**config.mk**
```make
export PLATFORM = sky130hd
export DESIGN_NAME = ptp_config_register_bank
export DESIGN_NICKNAME = d
export VERILOG_FILES = /design/src/ptp_cfg_pkg.sv /design/src/sync_clock_divider.sv /design/src/temp_rate_counter.sv /design/src/ptp_config_register_bank.sv
export SDC_FILE = /design/constraint.sdc
export NUM_CORES = 1
export LEC_CHECK = 0
export ABC_AREA = 0
export BUFFER_PORTS_ARGS = -buffer_cell sky130_fd_sc_hd__buf_2
export CAP_MARGIN = 20
export CORE_MARGIN = 2
export CORE_UTILIZATION = 45
export CTS_CLUSTER_DIAMETER = 50
export CTS_CLUSTER_SIZE = 14
export DETAILED_ROUTE_END_ITERATION = 16
export PLACE_DENSITY = 0.67
export SLEW_MARGIN = 25
export SYNTH_ARGS = -nofsm -noshare
export SYNTH_HDL_FRONTEND = slang
export SYNTH_SLANG_ARGS = --single-unit
```
**constraint.sdc**
```tcl
create_clock -name clk -period 4.2 [get_ports clk]
set_input_delay 0.21 -clock clk [delete_from_list [all_inputs] [get_ports clk]]
set_output_delay 0.21 -clock clk [all_outputs]
set_load 0.03 [all_outputs]
```
**src/ptp_cfg_pkg.sv**
```systemverilog
// Constants and carrier types of the time-sync configuration register bank.
// Assumes a 32-bit APB slave, one aligned word per register index.
package ptp_cfg_pkg;

	// ----------------------------------------------------------------
	// Widths
	// ----------------------------------------------------------------
	localparam int DATA_W = 32;
	localparam int REG_W  = 16;
	localparam int ADDR_W = 8;
	localparam int IDX_W  = 6;
	localparam int DUR_HIGH_W = 10;
	localparam int DUR_W  = 26;
	localparam int DIV_W  = 8;

	// ----------------------------------------------------------------
	// Register indices (byte address is four times the index)
	// ----------------------------------------------------------------
	localparam logic [IDX_W-1:0] IDX_PAGE_SELECT = 6'h13;
	localparam logic [IDX_W-1:0] IDX_COC         = 6'h14;
	localparam logic [IDX_W-1:0] IDX_HEADER      = 6'h15;
	localparam logic [IDX_W-1:0] IDX_SA_HIGH     = 6'h16;
	localparam logic [IDX_W-1:0] IDX_SA_LOW      = 6'h17;
	localparam logic [IDX_W-1:0] IDX_TRD_LOW     = 6'h1E;
	localparam logic [IDX_W-1:0] IDX_TRD_HIGH    = 6'h1F;
	localparam logic [IDX_W-1:0] IDX_RATE_HIGH   = 6'h20;
	localparam logic [IDX_W-1:0] IDX_RATE_LOW    = 6'h21;
	localparam logic [IDX_W-1:0] IDX_RATE_STATUS = 6'h22;

	// ----------------------------------------------------------------
	// Pages and field positions
	// ----------------------------------------------------------------
	localparam logic [2:0] PAGE_RATE  = 3'h5;
	localparam logic [2:0] PAGE_CFG   = 3'h6;
	localparam logic [2:0] PAGE_RESET = 3'h0;
	localparam int COC_EN_BIT    = 15;
	localparam int COC_SEL_BIT   = 14;
	localparam int COC_SPEED_BIT = 13;

	// ----------------------------------------------------------------
	// Reset values and limits
	// ----------------------------------------------------------------
	localparam logic             COC_EN_RESET  = 1'b1;
	localparam logic             COC_SEL_RESET = 1'b0;
	localparam logic [DIV_W-1:0] DIV_RESET     = 8'h0A;
	localparam logic [DIV_W-1:0] DIV_MIN       = 8'h02;
	localparam logic [REG_W-1:0] REG_ZERO      = 16'h0000;

	// ----------------------------------------------------------------
	// Carriers
	// ----------------------------------------------------------------
	typedef struct packed {
		logic             enable;
		logic             root_select;
		logic             speed_select;
		logic [DIV_W-1:0] divide;
	} clk_out_cfg_s;

	typedef struct packed {
		logic [3:0] reserved_nibble;
		logic [3:0] version;
		logic [3:0] transport;
		logic [3:0] message_kind;
	} header_word_s;

	typedef struct packed {
		logic [7:0] first;
		logic [7:0] second;
		logic [7:0] third;
		logic [7:0] fourth;
	} source_addr_s;

endpackage

```
**src/sync_clock_divider.sv**
```systemverilog
// Divide-by-N generator for the synchronized clock output.
// Assumes cfg comes from flops on clk; clk stands in for the divider root.
`timescale 1ns/1ps
`default_nettype none
module sync_clock_divider
(
	input  wire logic                    clk,
	input  wire logic                    rst,
	input  wire ptp_cfg_pkg::clk_out_cfg_s cfg,
	output logic                         sync_clk_r
);

	typedef struct packed {
		logic [ptp_cfg_pkg::DIV_W-1:0] cnt;
		logic                          out;
	} div_state_s;

	div_state_s st_r;
	div_state_s st_nxt;
	logic       run;

	// ----------------------------------------------------------------
	// Counter
	// ----------------------------------------------------------------
	always_comb
	begin
		st_nxt = st_r;
		// divide of 0 or 1 stops output
		run = cfg.enable && (cfg.divide >= ptp_cfg_pkg::DIV_MIN);
		if (!run)
		begin
			st_nxt.cnt = '0;
			st_nxt.out = 1'b0;
		end
		else
		begin
			if (st_r.cnt >= cfg.divide - 8'h01)
				st_nxt.cnt = '0;
			else
				st_nxt.cnt = st_r.cnt + 8'h01;
			st_nxt.out = (st_nxt.cnt < (cfg.divide >> 1));
		end
	end

	always_ff @(posedge clk)
	begin
		if (rst)
			st_r <= '0;
		else
			st_r <= st_nxt;
	end

	assign sync_clk_r = st_r.out;
endmodule
`default_nettype wire

```
**src/temp_rate_counter.sv**
```systemverilog
// Down-counter that holds the temporary rate for a programmed cycle count.
// Assumes start is a one-cycle pulse from logic on clk.
`timescale 1ns/1ps
`default_nettype none
module temp_rate_counter
#(
	parameter int DUR_W = 26
)
(
	input  wire logic             clk,
	input  wire logic             rst,
	input  wire logic             start,
	input  wire logic [DUR_W-1:0] duration,
	output logic                  active_r
);

	typedef struct packed {
		logic [DUR_W-1:0] remaining;
		logic             active;
	} cnt_state_s;

	localparam logic [DUR_W-1:0] ONE = {{(DUR_W-1){1'b0}}, 1'b1};

	cnt_state_s st_r;
	cnt_state_s st_nxt;

	// ----------------------------------------------------------------
	// Count
	// ----------------------------------------------------------------
	always_comb
	begin
		st_nxt = st_r;
		if (start)
		begin
			st_nxt.remaining = duration;
			st_nxt.active    = (duration != '0);
		end
		else if (st_r.active)
		begin
			st_nxt.remaining = st_r.remaining - ONE;
			st_nxt.active    = (st_r.remaining != ONE);
		end
	end

	always_ff @(posedge clk)
	begin
		if (rst)
			st_r <= '0;
		else
			st_r <= st_nxt;
	end

	assign active_r = st_r.active;
endmodule
`default_nettype wire

```
**src/ptp_config_register_bank.sv**
```systemverilog
// Register bank for the time-sync clock output, status frames and rate timer.
// Assumes an APB master on clk; pages gate the paged registers.
`timescale 1ns/1ps
`default_nettype none
module ptp_config_register_bank
(
	input  wire logic                                  clk,
	input  wire logic                                  rst,
	input  wire logic                                  psel,
	input  wire logic                                  penable,
	input  wire logic                                  pwrite,
	input  wire logic [ptp_cfg_pkg::ADDR_W-1:0]        paddr,
	input  wire logic [ptp_cfg_pkg::DATA_W-1:0]        pwdata,
	input  wire logic [3:0]                            pstrb,
	output logic [ptp_cfg_pkg::DATA_W-1:0]             prdata,
	output logic                                       pready,
	output logic                                       pslverr,
	output ptp_cfg_pkg::clk_out_cfg_s                  clk_out_cfg,
	output logic                                       sync_clk_out,
	output ptp_cfg_pkg::header_word_s                  status_header,
	output ptp_cfg_pkg::source_addr_s                  status_source_addr,
	output logic [2*ptp_cfg_pkg::REG_W-1:0]            temp_rate_value,
	output logic                                       temp_rate_active
);

	typedef struct packed {
		logic                                pready;
		logic                                pslverr;
		logic [ptp_cfg_pkg::DATA_W-1:0]      prdata;
		logic [2:0]                          page;
		ptp_cfg_pkg::clk_out_cfg_s           coc;
		ptp_cfg_pkg::header_word_s           hdr;
		logic [ptp_cfg_pkg::REG_W-1:0]       sa_high;
		logic [ptp_cfg_pkg::REG_W-1:0]       sa_low;
		logic [ptp_cfg_pkg::REG_W-1:0]       dur_low;
		logic [ptp_cfg_pkg::DUR_HIGH_W-1:0]  dur_high;
		logic [ptp_cfg_pkg::REG_W-1:0]       rate_high;
		logic [ptp_cfg_pkg::REG_W-1:0]       rate_low;
		logic                                start;
	} bank_state_s;

	bank_state_s                       st_r;
	bank_state_s                       st_nxt;
	logic [ptp_cfg_pkg::IDX_W-1:0]     idx;
	logic                              complete;
	logic                              write_done;
	logic [ptp_cfg_pkg::REG_W-1:0]     wdata16;
	logic                              rate_active;

	// ----------------------------------------------------------------
	// Decode helpers
	// ----------------------------------------------------------------
	// Paged registers are visible only on their own page
	function automatic logic reg_mapped
	(
		input logic [ptp_cfg_pkg::IDX_W-1:0] i,
		input logic [2:0]                    page
	);
		logic hit;
		hit = 1'b0;
		unique case (i)
			ptp_cfg_pkg::IDX_PAGE_SELECT,
			ptp_cfg_pkg::IDX_RATE_HIGH,
			ptp_cfg_pkg::IDX_RATE_LOW,
			ptp_cfg_pkg::IDX_RATE_STATUS:
				hit = 1'b1;
			ptp_cfg_pkg::IDX_COC,
			ptp_cfg_pkg::IDX_HEADER,
			ptp_cfg_pkg::IDX_SA_HIGH,
			ptp_cfg_pkg::IDX_SA_LOW:
				hit = (page == ptp_cfg_pkg::PAGE_CFG);
			ptp_cfg_pkg::IDX_TRD_LOW,
			ptp_cfg_pkg::IDX_TRD_HIGH:
				hit = (page == ptp_cfg_pkg::PAGE_RATE);
			default:
				hit = 1'b0;
		endcase
		return hit;
	endfunction

	// Byte lanes 0 and 1 carry a 16-bit register
	function automatic logic [ptp_cfg_pkg::REG_W-1:0] merge16
	(
		input logic [ptp_cfg_pkg::REG_W-1:0] old_val,
		input logic [ptp_cfg_pkg::REG_W-1:0] new_val,
		input logic [1:0]                    strb
	);
		logic [ptp_cfg_pkg::REG_W-1:0] v;
		v = old_val;
		if (strb[0])
			v[7:0] = new_val[7:0];
		if (strb[1])
			v[15:8] = new_val[15:8];
		return v;
	endfunction

	function automatic logic [ptp_cfg_pkg::REG_W-1:0] read16
	(
		input bank_state_s                   s,
		input logic [ptp_cfg_pkg::IDX_W-1:0] i,
		input logic                          active
	);
		logic [ptp_cfg_pkg::REG_W-1:0] v;
		v = ptp_cfg_pkg::REG_ZERO;
		unique case (i)
			ptp_cfg_pkg::IDX_PAGE_SELECT: v = {13'h0000, s.page};
			ptp_cfg_pkg::IDX_COC:
				v = {s.coc.enable, s.coc.root_select, s.coc.speed_select,
					5'h00, s.coc.divide};
			ptp_cfg_pkg::IDX_HEADER:      v = s.hdr;
			ptp_cfg_pkg::IDX_SA_HIGH:     v = s.sa_high;
			ptp_cfg_pkg::IDX_SA_LOW:      v = s.sa_low;
			ptp_cfg_pkg::IDX_TRD_LOW:     v = s.dur_low;
			ptp_cfg_pkg::IDX_TRD_HIGH:    v = {6'h00, s.dur_high};
			ptp_cfg_pkg::IDX_RATE_HIGH:   v = s.rate_high;
			ptp_cfg_pkg::IDX_RATE_LOW:    v = s.rate_low;
			ptp_cfg_pkg::IDX_RATE_STATUS: v = {15'h0000, active};
			default:                      v = ptp_cfg_pkg::REG_ZERO;
		endcase
		return v;
	endfunction

	assign idx        = paddr[ptp_cfg_pkg::IDX_W+1:2];
	assign complete   = psel && penable && st_r.pready;
	assign write_done = complete && pwrite && reg_mapped(idx, st_r.page);
	assign wdata16    = pwdata[ptp_cfg_pkg::REG_W-1:0];

	// ----------------------------------------------------------------
	// Bus slave and register update
	// ----------------------------------------------------------------
	always_comb
	begin
		st_nxt       = st_r;
		st_nxt.start = 1'b0;
		// One wait state; answer in second access cycle
		st_nxt.pready = psel && penable && !st_r.pready;
		if (psel && penable && !st_r.pready)
		begin
			st_nxt.pslverr = !reg_mapped(idx, st_r.page);
			st_nxt.prdata  = '0;
			if (!pwrite && reg_mapped(idx, st_r.page))
				st_nxt.prdata = {16'h0000, read16(st_r, idx, rate_active)};
		end
		else if (complete)
		begin
			st_nxt.pslverr = 1'b0;
			st_nxt.prdata  = '0;
		end
		if (write_done)
		begin
			unique case (idx)
				ptp_cfg_pkg::IDX_PAGE_SELECT:
					if (pstrb[0])
						st_nxt.page = pwdata[2:0];
				ptp_cfg_pkg::IDX_COC:
				begin
					if (pstrb[1])
					begin
						st_nxt.coc.enable       = pwdata[ptp_cfg_pkg::COC_EN_BIT];
						st_nxt.coc.root_select  = pwdata[ptp_cfg_pkg::COC_SEL_BIT];
						st_nxt.coc.speed_select = pwdata[ptp_cfg_pkg::COC_SPEED_BIT];
					end
					if (pstrb[0])
						st_nxt.coc.divide = pwdata[ptp_cfg_pkg::DIV_W-1:0];
				end
				ptp_cfg_pkg::IDX_HEADER:
					st_nxt.hdr = merge16(st_r.hdr, wdata16, pstrb[1:0]);
				ptp_cfg_pkg::IDX_SA_HIGH:
					st_nxt.sa_high = merge16(st_r.sa_high, wdata16, pstrb[1:0]);
				ptp_cfg_pkg::IDX_SA_LOW:
					st_nxt.sa_low = merge16(st_r.sa_low, wdata16, pstrb[1:0]);
				ptp_cfg_pkg::IDX_TRD_LOW:
					st_nxt.dur_low = merge16(st_r.dur_low, wdata16, pstrb[1:0]);
				ptp_cfg_pkg::IDX_TRD_HIGH:
					st_nxt.dur_high = ptp_cfg_pkg::DUR_HIGH_W'(merge16(
						{6'h00, st_r.dur_high}, wdata16, pstrb[1:0]));
				ptp_cfg_pkg::IDX_RATE_HIGH:
					st_nxt.rate_high = merge16(st_r.rate_high, wdata16, pstrb[1:0]);
				ptp_cfg_pkg::IDX_RATE_LOW:
				begin
					st_nxt.rate_low = merge16(st_r.rate_low, wdata16, pstrb[1:0]);
					st_nxt.start    = 1'b1;
				end
				default:
					st_nxt.start = 1'b0;
			endcase
		end
	end

	always_ff @(posedge clk)
	begin
		if (rst)
		begin
			st_r                  <= '0;
			st_r.page             <= ptp_cfg_pkg::PAGE_RESET;
			st_r.coc.enable       <= ptp_cfg_pkg::COC_EN_RESET;
			st_r.coc.root_select  <= ptp_cfg_pkg::COC_SEL_RESET;
			st_r.coc.divide       <= ptp_cfg_pkg::DIV_RESET;
		end
		else
			st_r <= st_nxt;
	end

	// ----------------------------------------------------------------
	// Sub-blocks
	// ----------------------------------------------------------------
	sync_clock_divider u_divider
	(
		.clk        (clk),
		.rst        (rst),
		.cfg        (st_r.coc),
		.sync_clk_r (sync_clk_out)
	);

	temp_rate_counter #(.DUR_W(ptp_cfg_pkg::DUR_W)) u_rate_timer
	(
		.clk      (clk),
		.rst      (rst),
		.start    (st_r.start),
		.duration ({st_r.dur_high, st_r.dur_low}),
		.active_r (rate_active)
	);

	// ----------------------------------------------------------------
	// Outputs
	// ----------------------------------------------------------------
	assign prdata           = st_r.prdata;
	assign pready           = st_r.pready;
	assign pslverr          = st_r.pslverr;
	assign clk_out_cfg      = st_r.coc;
	assign status_header    = st_r.hdr;
	assign status_source_addr = {st_r.sa_high[7:0], st_r.sa_high[15:8],
		st_r.sa_low[7:0], st_r.sa_low[15:8]};
	assign temp_rate_value  = {st_r.rate_high, st_r.rate_low};
	assign temp_rate_active = rate_active;
endmodule
`default_nettype wire

```
Word-level counts from Yosys, hierarchy flattened:

Cells that the tools add are included.

* bits in registers: 191
* input bits: 49
* output and inout port bits: 127
* logic and storage cells: 96

* $add $sub $neg: 3
* order comparisons: 3
* eq/ne operators: 13
* muxes and demuxes: 11
* bitwise gates (word level): 2
* reductions and logical operators: 35

Operators with widths (count)
* one-hot mux 16 bit (10 select lines): 1
* two-way mux 33 bit: 2
* two-way mux 27 bit: 2
* AND reduction 3 bit: 17
* == test 6 x 5 -> 1 bit, second input constant: 7
* != test 26 x 1 -> 1 bit, second input constant: 1
* nonzero test 26 bit: 1
* subtractor 26 x 1 -> 26 bit, second input constant: 1
* == test 6 bit, second input constant: 3
* two-way mux 16 bit: 1
* two-way mux 8 bit: 2
* adder 8 x 1 -> 8 bit, second input constant: 1
* >= comparator 8 x 2 -> 1 bit, second input constant: 1
* >= comparator 8 bit: 1
* less-than comparator 8 x 7 -> 1 bit: 1
* OR reduction 4 bit: 2
* subtractor 8 x 1 -> 8 bit, second input constant: 1
* logical AND 1 bit: 7
* == test 3 bit, second input constant: 2
* OR reduction 2 bit: 3
* nonzero test 2 bit: 2
* logical NOT 1 bit: 3
* one-hot mux 1 bit (3 select lines): 1
* two-way mux 1 bit: 2
* inverter 1 bit: 2

Longest topological paths before layout:

* word-level depth: 7
* mapped depth: 15
* gate-level depth less buffers: 15

Modules after synthesis:

A second synthesis with hierarchy kept.

* cells, all modules: 1094
* area, all modules: 9316.4 sq um

By module, submodules not included
* ptp_config_register_bank: instances 1, cells an instance 795, area each 6887.9 sq um, seq. area each 2782.7 sq um
* temp_rate_counter: instances 1, cells an instance 191, area each 1569.0 sq um, seq. area each 540.5 sq um
* sync_clock_divider: instances 1, cells an instance 108, area each 859.6 sq um, seq. area each 180.2 sq um

Worst setup path before layout:

OpenSTA, ideal clock, no wires.

* kind: reg-to-reg
* from: register st_r, in the netlist clk_out_cfg[2]
* to: register u_divider.st_r, in the netlist u_divider.sync_clk_r
* setup time: 0.086 ns
* arrival time: 3.252 ns
* data required time: 4.114 ns
* path slack: 0.863 ns
* cell stages (with the launch flop): 14
* buffers on the path: 1
* period minus slack after synthesis: 3.337 ns
* cell sequence: dfxtp_1 clkbuf_1 nor4_1 nand4_1 xnor2_1 ha_1 nand4_1 o31ai_1 nor2_1 ha_1 or4_1 a21oi_1 o31ai_1 a211oi_1

* cells in the longest elaborated chain, start to end: 5
* elaborated cells between the ends (all ways): 9
* those cells by class: add/sub (1); order compare (3); mux (2); bitwise (1); reduce/logical (2)

RTL lines
* start: declaration: line ptp_config_register_bank.sv:42 `bank_state_s st_r;`
* start signal: assignment: line ptp_config_register_bank.sv:201 `st_r <= st_nxt;`
* subtractor 8 x 1 -> 8 bit: line sync_clock_divider.sv:37 `if (st_r.cnt >= cfg.divide - 8'h01)`
* >= comparator 8 bit: line sync_clock_divider.sv:37
* two-way mux 8 bit: line sync_clock_divider.sv:37
* two-way mux 8 bit: line sync_clock_divider.sv:30 `if (!run)`
* less-than comparator 8 x 7 -> 1 bit: line sync_clock_divider.sv:41 `st_nxt.out = (st_nxt.cnt < (cfg.divide >> 1));`
* end signal: assignment: line sync_clock_divider.sv:50 `st_r <= st_nxt;`
* end: declaration: line sync_clock_divider.sv:18 `div_state_s st_r;`

Parallel ways exist; a longest one is shown, timed or not. The select of a mux whose other input is x is not followed.
A chain may end at the register's enable or synchronous reset.

Final worst setup path:

Ends and elaborated chain as after synthesis.

==> results.json <==
{
  "clkSlewWorstSetupHoldPaths_ns": 0.07,
  "die-area_sq_um": 21700,
  "drt-initial-drc-count": 782,
  "ys_seq_area_share_pct": 37.9,
  "worstMarginPinSlew_ns": 1.03,
  "crit_path_start_kind": "flip-flop",
  "grt_overflow": 0,
  "antennaDiodeCount": 0,
  "ctsResizeCount": 0,
  "firstDrtPassIters": 6,
  "numClockSinks": 175,
  "cp.arrival_ns": 3.70,
  "syn_inst": 1107,
  "syn_area_per_cell_sq_um": 8.35,
  "path_max_fanout": 8,
  "maxCapViolCount": 0,
  "synthArstFlopShare_pct": 0,
  "clock_path_buffers": 2,
  "area_growth_pct": 6.98,
  "clk_latency_ns": 0.44,
  "power_uw": 3460,
  "end_kind": "flip-flop",
  "dpl.hpwl_mm": 18.8,
  "synthFlopType": "dfxtp_1",
  "status": "complete, no violations",
  "p_per_area_nw_per_um2": 349,
  "synth_area_sq_um": 9250,
  "worstSetupPathType": "flip-flop to flip-flop",
  "rrSetupSlack_ns": 0.86,
  "rsz0062_at_grt": "false",
  "fin_nets": 1170,
  "min_path_type": "input port to flip-flop",
  "worstPathRequired_ns": 4.55,
  "drtAntennaViolNets": 0,
  "postCtsSetupRepairBufs": 0,
  "cts_hold_buf": 0,
  "cts_tree": "built",
  "finalWirelength_mm": 26.1,
  "gp_congestion": 0.853,
  "initial_core_util_pct": 45.8,
  "num_vias": 7694,
  "cts_buffers": 17,
  "fp-row-count": 52,
  "grt_pass1_wl_mm": 40.2,
  "clock-root-buffer": "clkbuf_16",
  "first_global_vias": 7021,
  "reg2reg_from": "clk_out_cfg[2]",
  "chipWidth_microns": 147,
  "drc": 0,
  "die_h_microns": 147,
  "setup.worst_path.start": "clk_out_cfg[2]",
  "antenna_found_initial": 1,
  "drv_slew": 0,
  "fmaxAchievable_mhz": 299,
  "ios": 176,
  "slew-limit-headroom_pct": 30.9,
  "yosysWarnings": 0,
  "fin_setup_tns_ns": 0,
  "final-setup-viol-count": 0,
  "fin_crit_ns": 3.34,
  "synth_seq_cells": 175,
  "synth_edf_count": 0,
  "grt_max_degree": 88,
  "worst_ir_drop_vdd_uv": 295,
  "hold_violations": 0,
  "port_buffers": 139,
  "power.leakage_uw": 0.00415,
  "core_area_sq_um": 20200,
  "ys_types": 63,
  "worstHoldStart": "pwdata[11]",
  "drive_above_1_share_pct": 18.7,
  "via_per_inst": 5.56,
  "fin_skew_ns": 0.0106,
  "wl_per_cell_microns": 18.9,
  "cts_max_level": 4,
  "grt_usage_pct": 23.8,
  "post-route-period-util_pct": 79.6
}
-- cell usage in the layout, fill, tap and decap left out, types with 4 or more instances in the layout --
| cell type | synthesis | routed |
|---|---|---|
| and3_1 | 16 | 16 |
| and2_1 | 4 | 4 |
| o211ai_1 | 7 | 7 |
| xnor2_1 | 20 | 20 |
| a221oi_1 | 7 | 7 |
| or4_1 | 4 | 4 |
| a31oi_1 | 5 | 5 |
| mux2i_1 | 68 | 68 |
| o21ai_0 | 28 | 28 |
| nor4_1 | 11 | 11 |
| a21oi_1 | 89 | 88 |
| conb_1 | 1 | 16 |
| clkbuf_8 | 0 | 5 |
| ha_1 | 19 | 19 |
| o21a_1 | 17 | 17 |
| nor2b_1 | 8 | 8 |
| buf_4 | 123 | 16 |
| dfxtp_1 | 175 | 175 |
| a22oi_1 | 24 | 24 |
| nand4_1 | 4 | 4 |
| inv_1 | 30 | 30 |
| mux2_2 | 6 | 6 |
| a211oi_1 | 4 | 4 |
| xor2_1 | 13 | 13 |
| buf_2 | 5 | 138 |
| a22o_1 | 15 | 15 |
| a311oi_1 | 4 | 4 |
| or2_2 | 6 | 6 |
| nor2_1 | 102 | 102 |
| nand2b_1 | 5 | 5 |
| nand2_1 | 127 | 127 |
| o31ai_1 | 4 | 4 |
| clkbuf_16 | 0 | 17 |
| nand3_1 | 27 | 27 |
| nor3_1 | 20 | 20 |
-- per-stage QoR --
stage | instances | util [%] | worst slack [ns] | hold WS [ns] | cell area [sq um]
after global routing | 1385 | 49.1 | 0.560 | 0.0959 | 9890
after global placement | 1353 | 46.0 | 0.920 | 0.442 | 9280
after CTS | 1385 | 49.1 | 0.872 | 0.0670 | 9890
final | 1385 | 49.1 | 0.856 | 0.0832 | 9890
after detailed placement | 1353 | 46.0 | 0.927 | 0.456 | 9290
after floorplan | 1122 | - | 0.863 | 0.333 | 9300
-- metal layers --
metal	track usage [%]	vias to the layer above	part of all wire, %
met2	37.6	306	47
met4	7.07	2	1.6
met1	33.5	3664	45
li1	-	3690	-
met3	3.82	32	6.7
met5	0	-	0.042
-- path summary, 6_finish.rpt --
path | endpoint | cells past startpoint
setup / recovery | u_divider.sync_clk_r | 13
hold / removal | status_header[11] | 3
setup reg to reg | u_divider.sync_clk_r | 13
hold reg to reg | pslverr | 2
-- synthesized netlist by cell type, types with 17 or more instances --
cell type,count,area [sq um]
a21oi_1,89,445
a22oi_1,24,180
buf_4,123,923
clkbuf_1,61,229
dfxtp_1,175,3500
ha_1,19,238
inv_1,30,113
mux2i_1,68,681
nand2_1,127,477
nand3_1,27,135
nor2_1,102,383
nor3_1,20,100
o21a_1,17,128
o21ai_0,28,140
xnor2_1,20,175
-- report_power, final --
part           total (uW)  internal [uW]  switching, uW
logic                 169           39.8            129
registers            1670           1660           5.86
clock network        1620            959            660
-- layout make-up --
class                   count  area [sq um]
clock inverters             7           101
multi-input cells         724          4520
well taps                 270           338
fillers                  2007         10300
clock buffers              25           505
repair buffers            154           811
inverters                  30           113
flip-flops and latches    175          3500
-- critical path: stages, from the launching register on --
cell and delay (ns):
dfxtp_1 0.40, nor4_1 0.48, nand4_1 0.17, xnor2_1 0.15
ha_1 0.32, nand4_1 0.10, o31ai_1 0.25, buf_4 0.20
nor2_1 0.05, ha_1 0.19, or4_1 0.51, a21oi_1 0.16
o31ai_1 0.08, a211oi_1 0.21
-- cell families after synthesis --
family	count (synthesis)	synth area share, %
buf+inv	223	14.2
xor+xnor	33	3.13
flops	175	37.9
mux	74	8.09
other cells	1	0.0406
compound gates	220	15.3
simple gates	362	18.8
fa+ha+maj	19	2.57
-- state kept, by name, summed over array words and instances, names as in the netlist --
register,cells
clk_out_cfg,11
prdata,16
pready,1
pslverr,1
st_r,30
status_header,16
status_source_addr,32
temp_rate_value,32
u_divider.st_r,8
u_divider.sync_clk_r,1
u_rate_timer.active_r,1
u_rate_timer.st_r,26
Note: power is estimated with default switching activity, not from simulation.
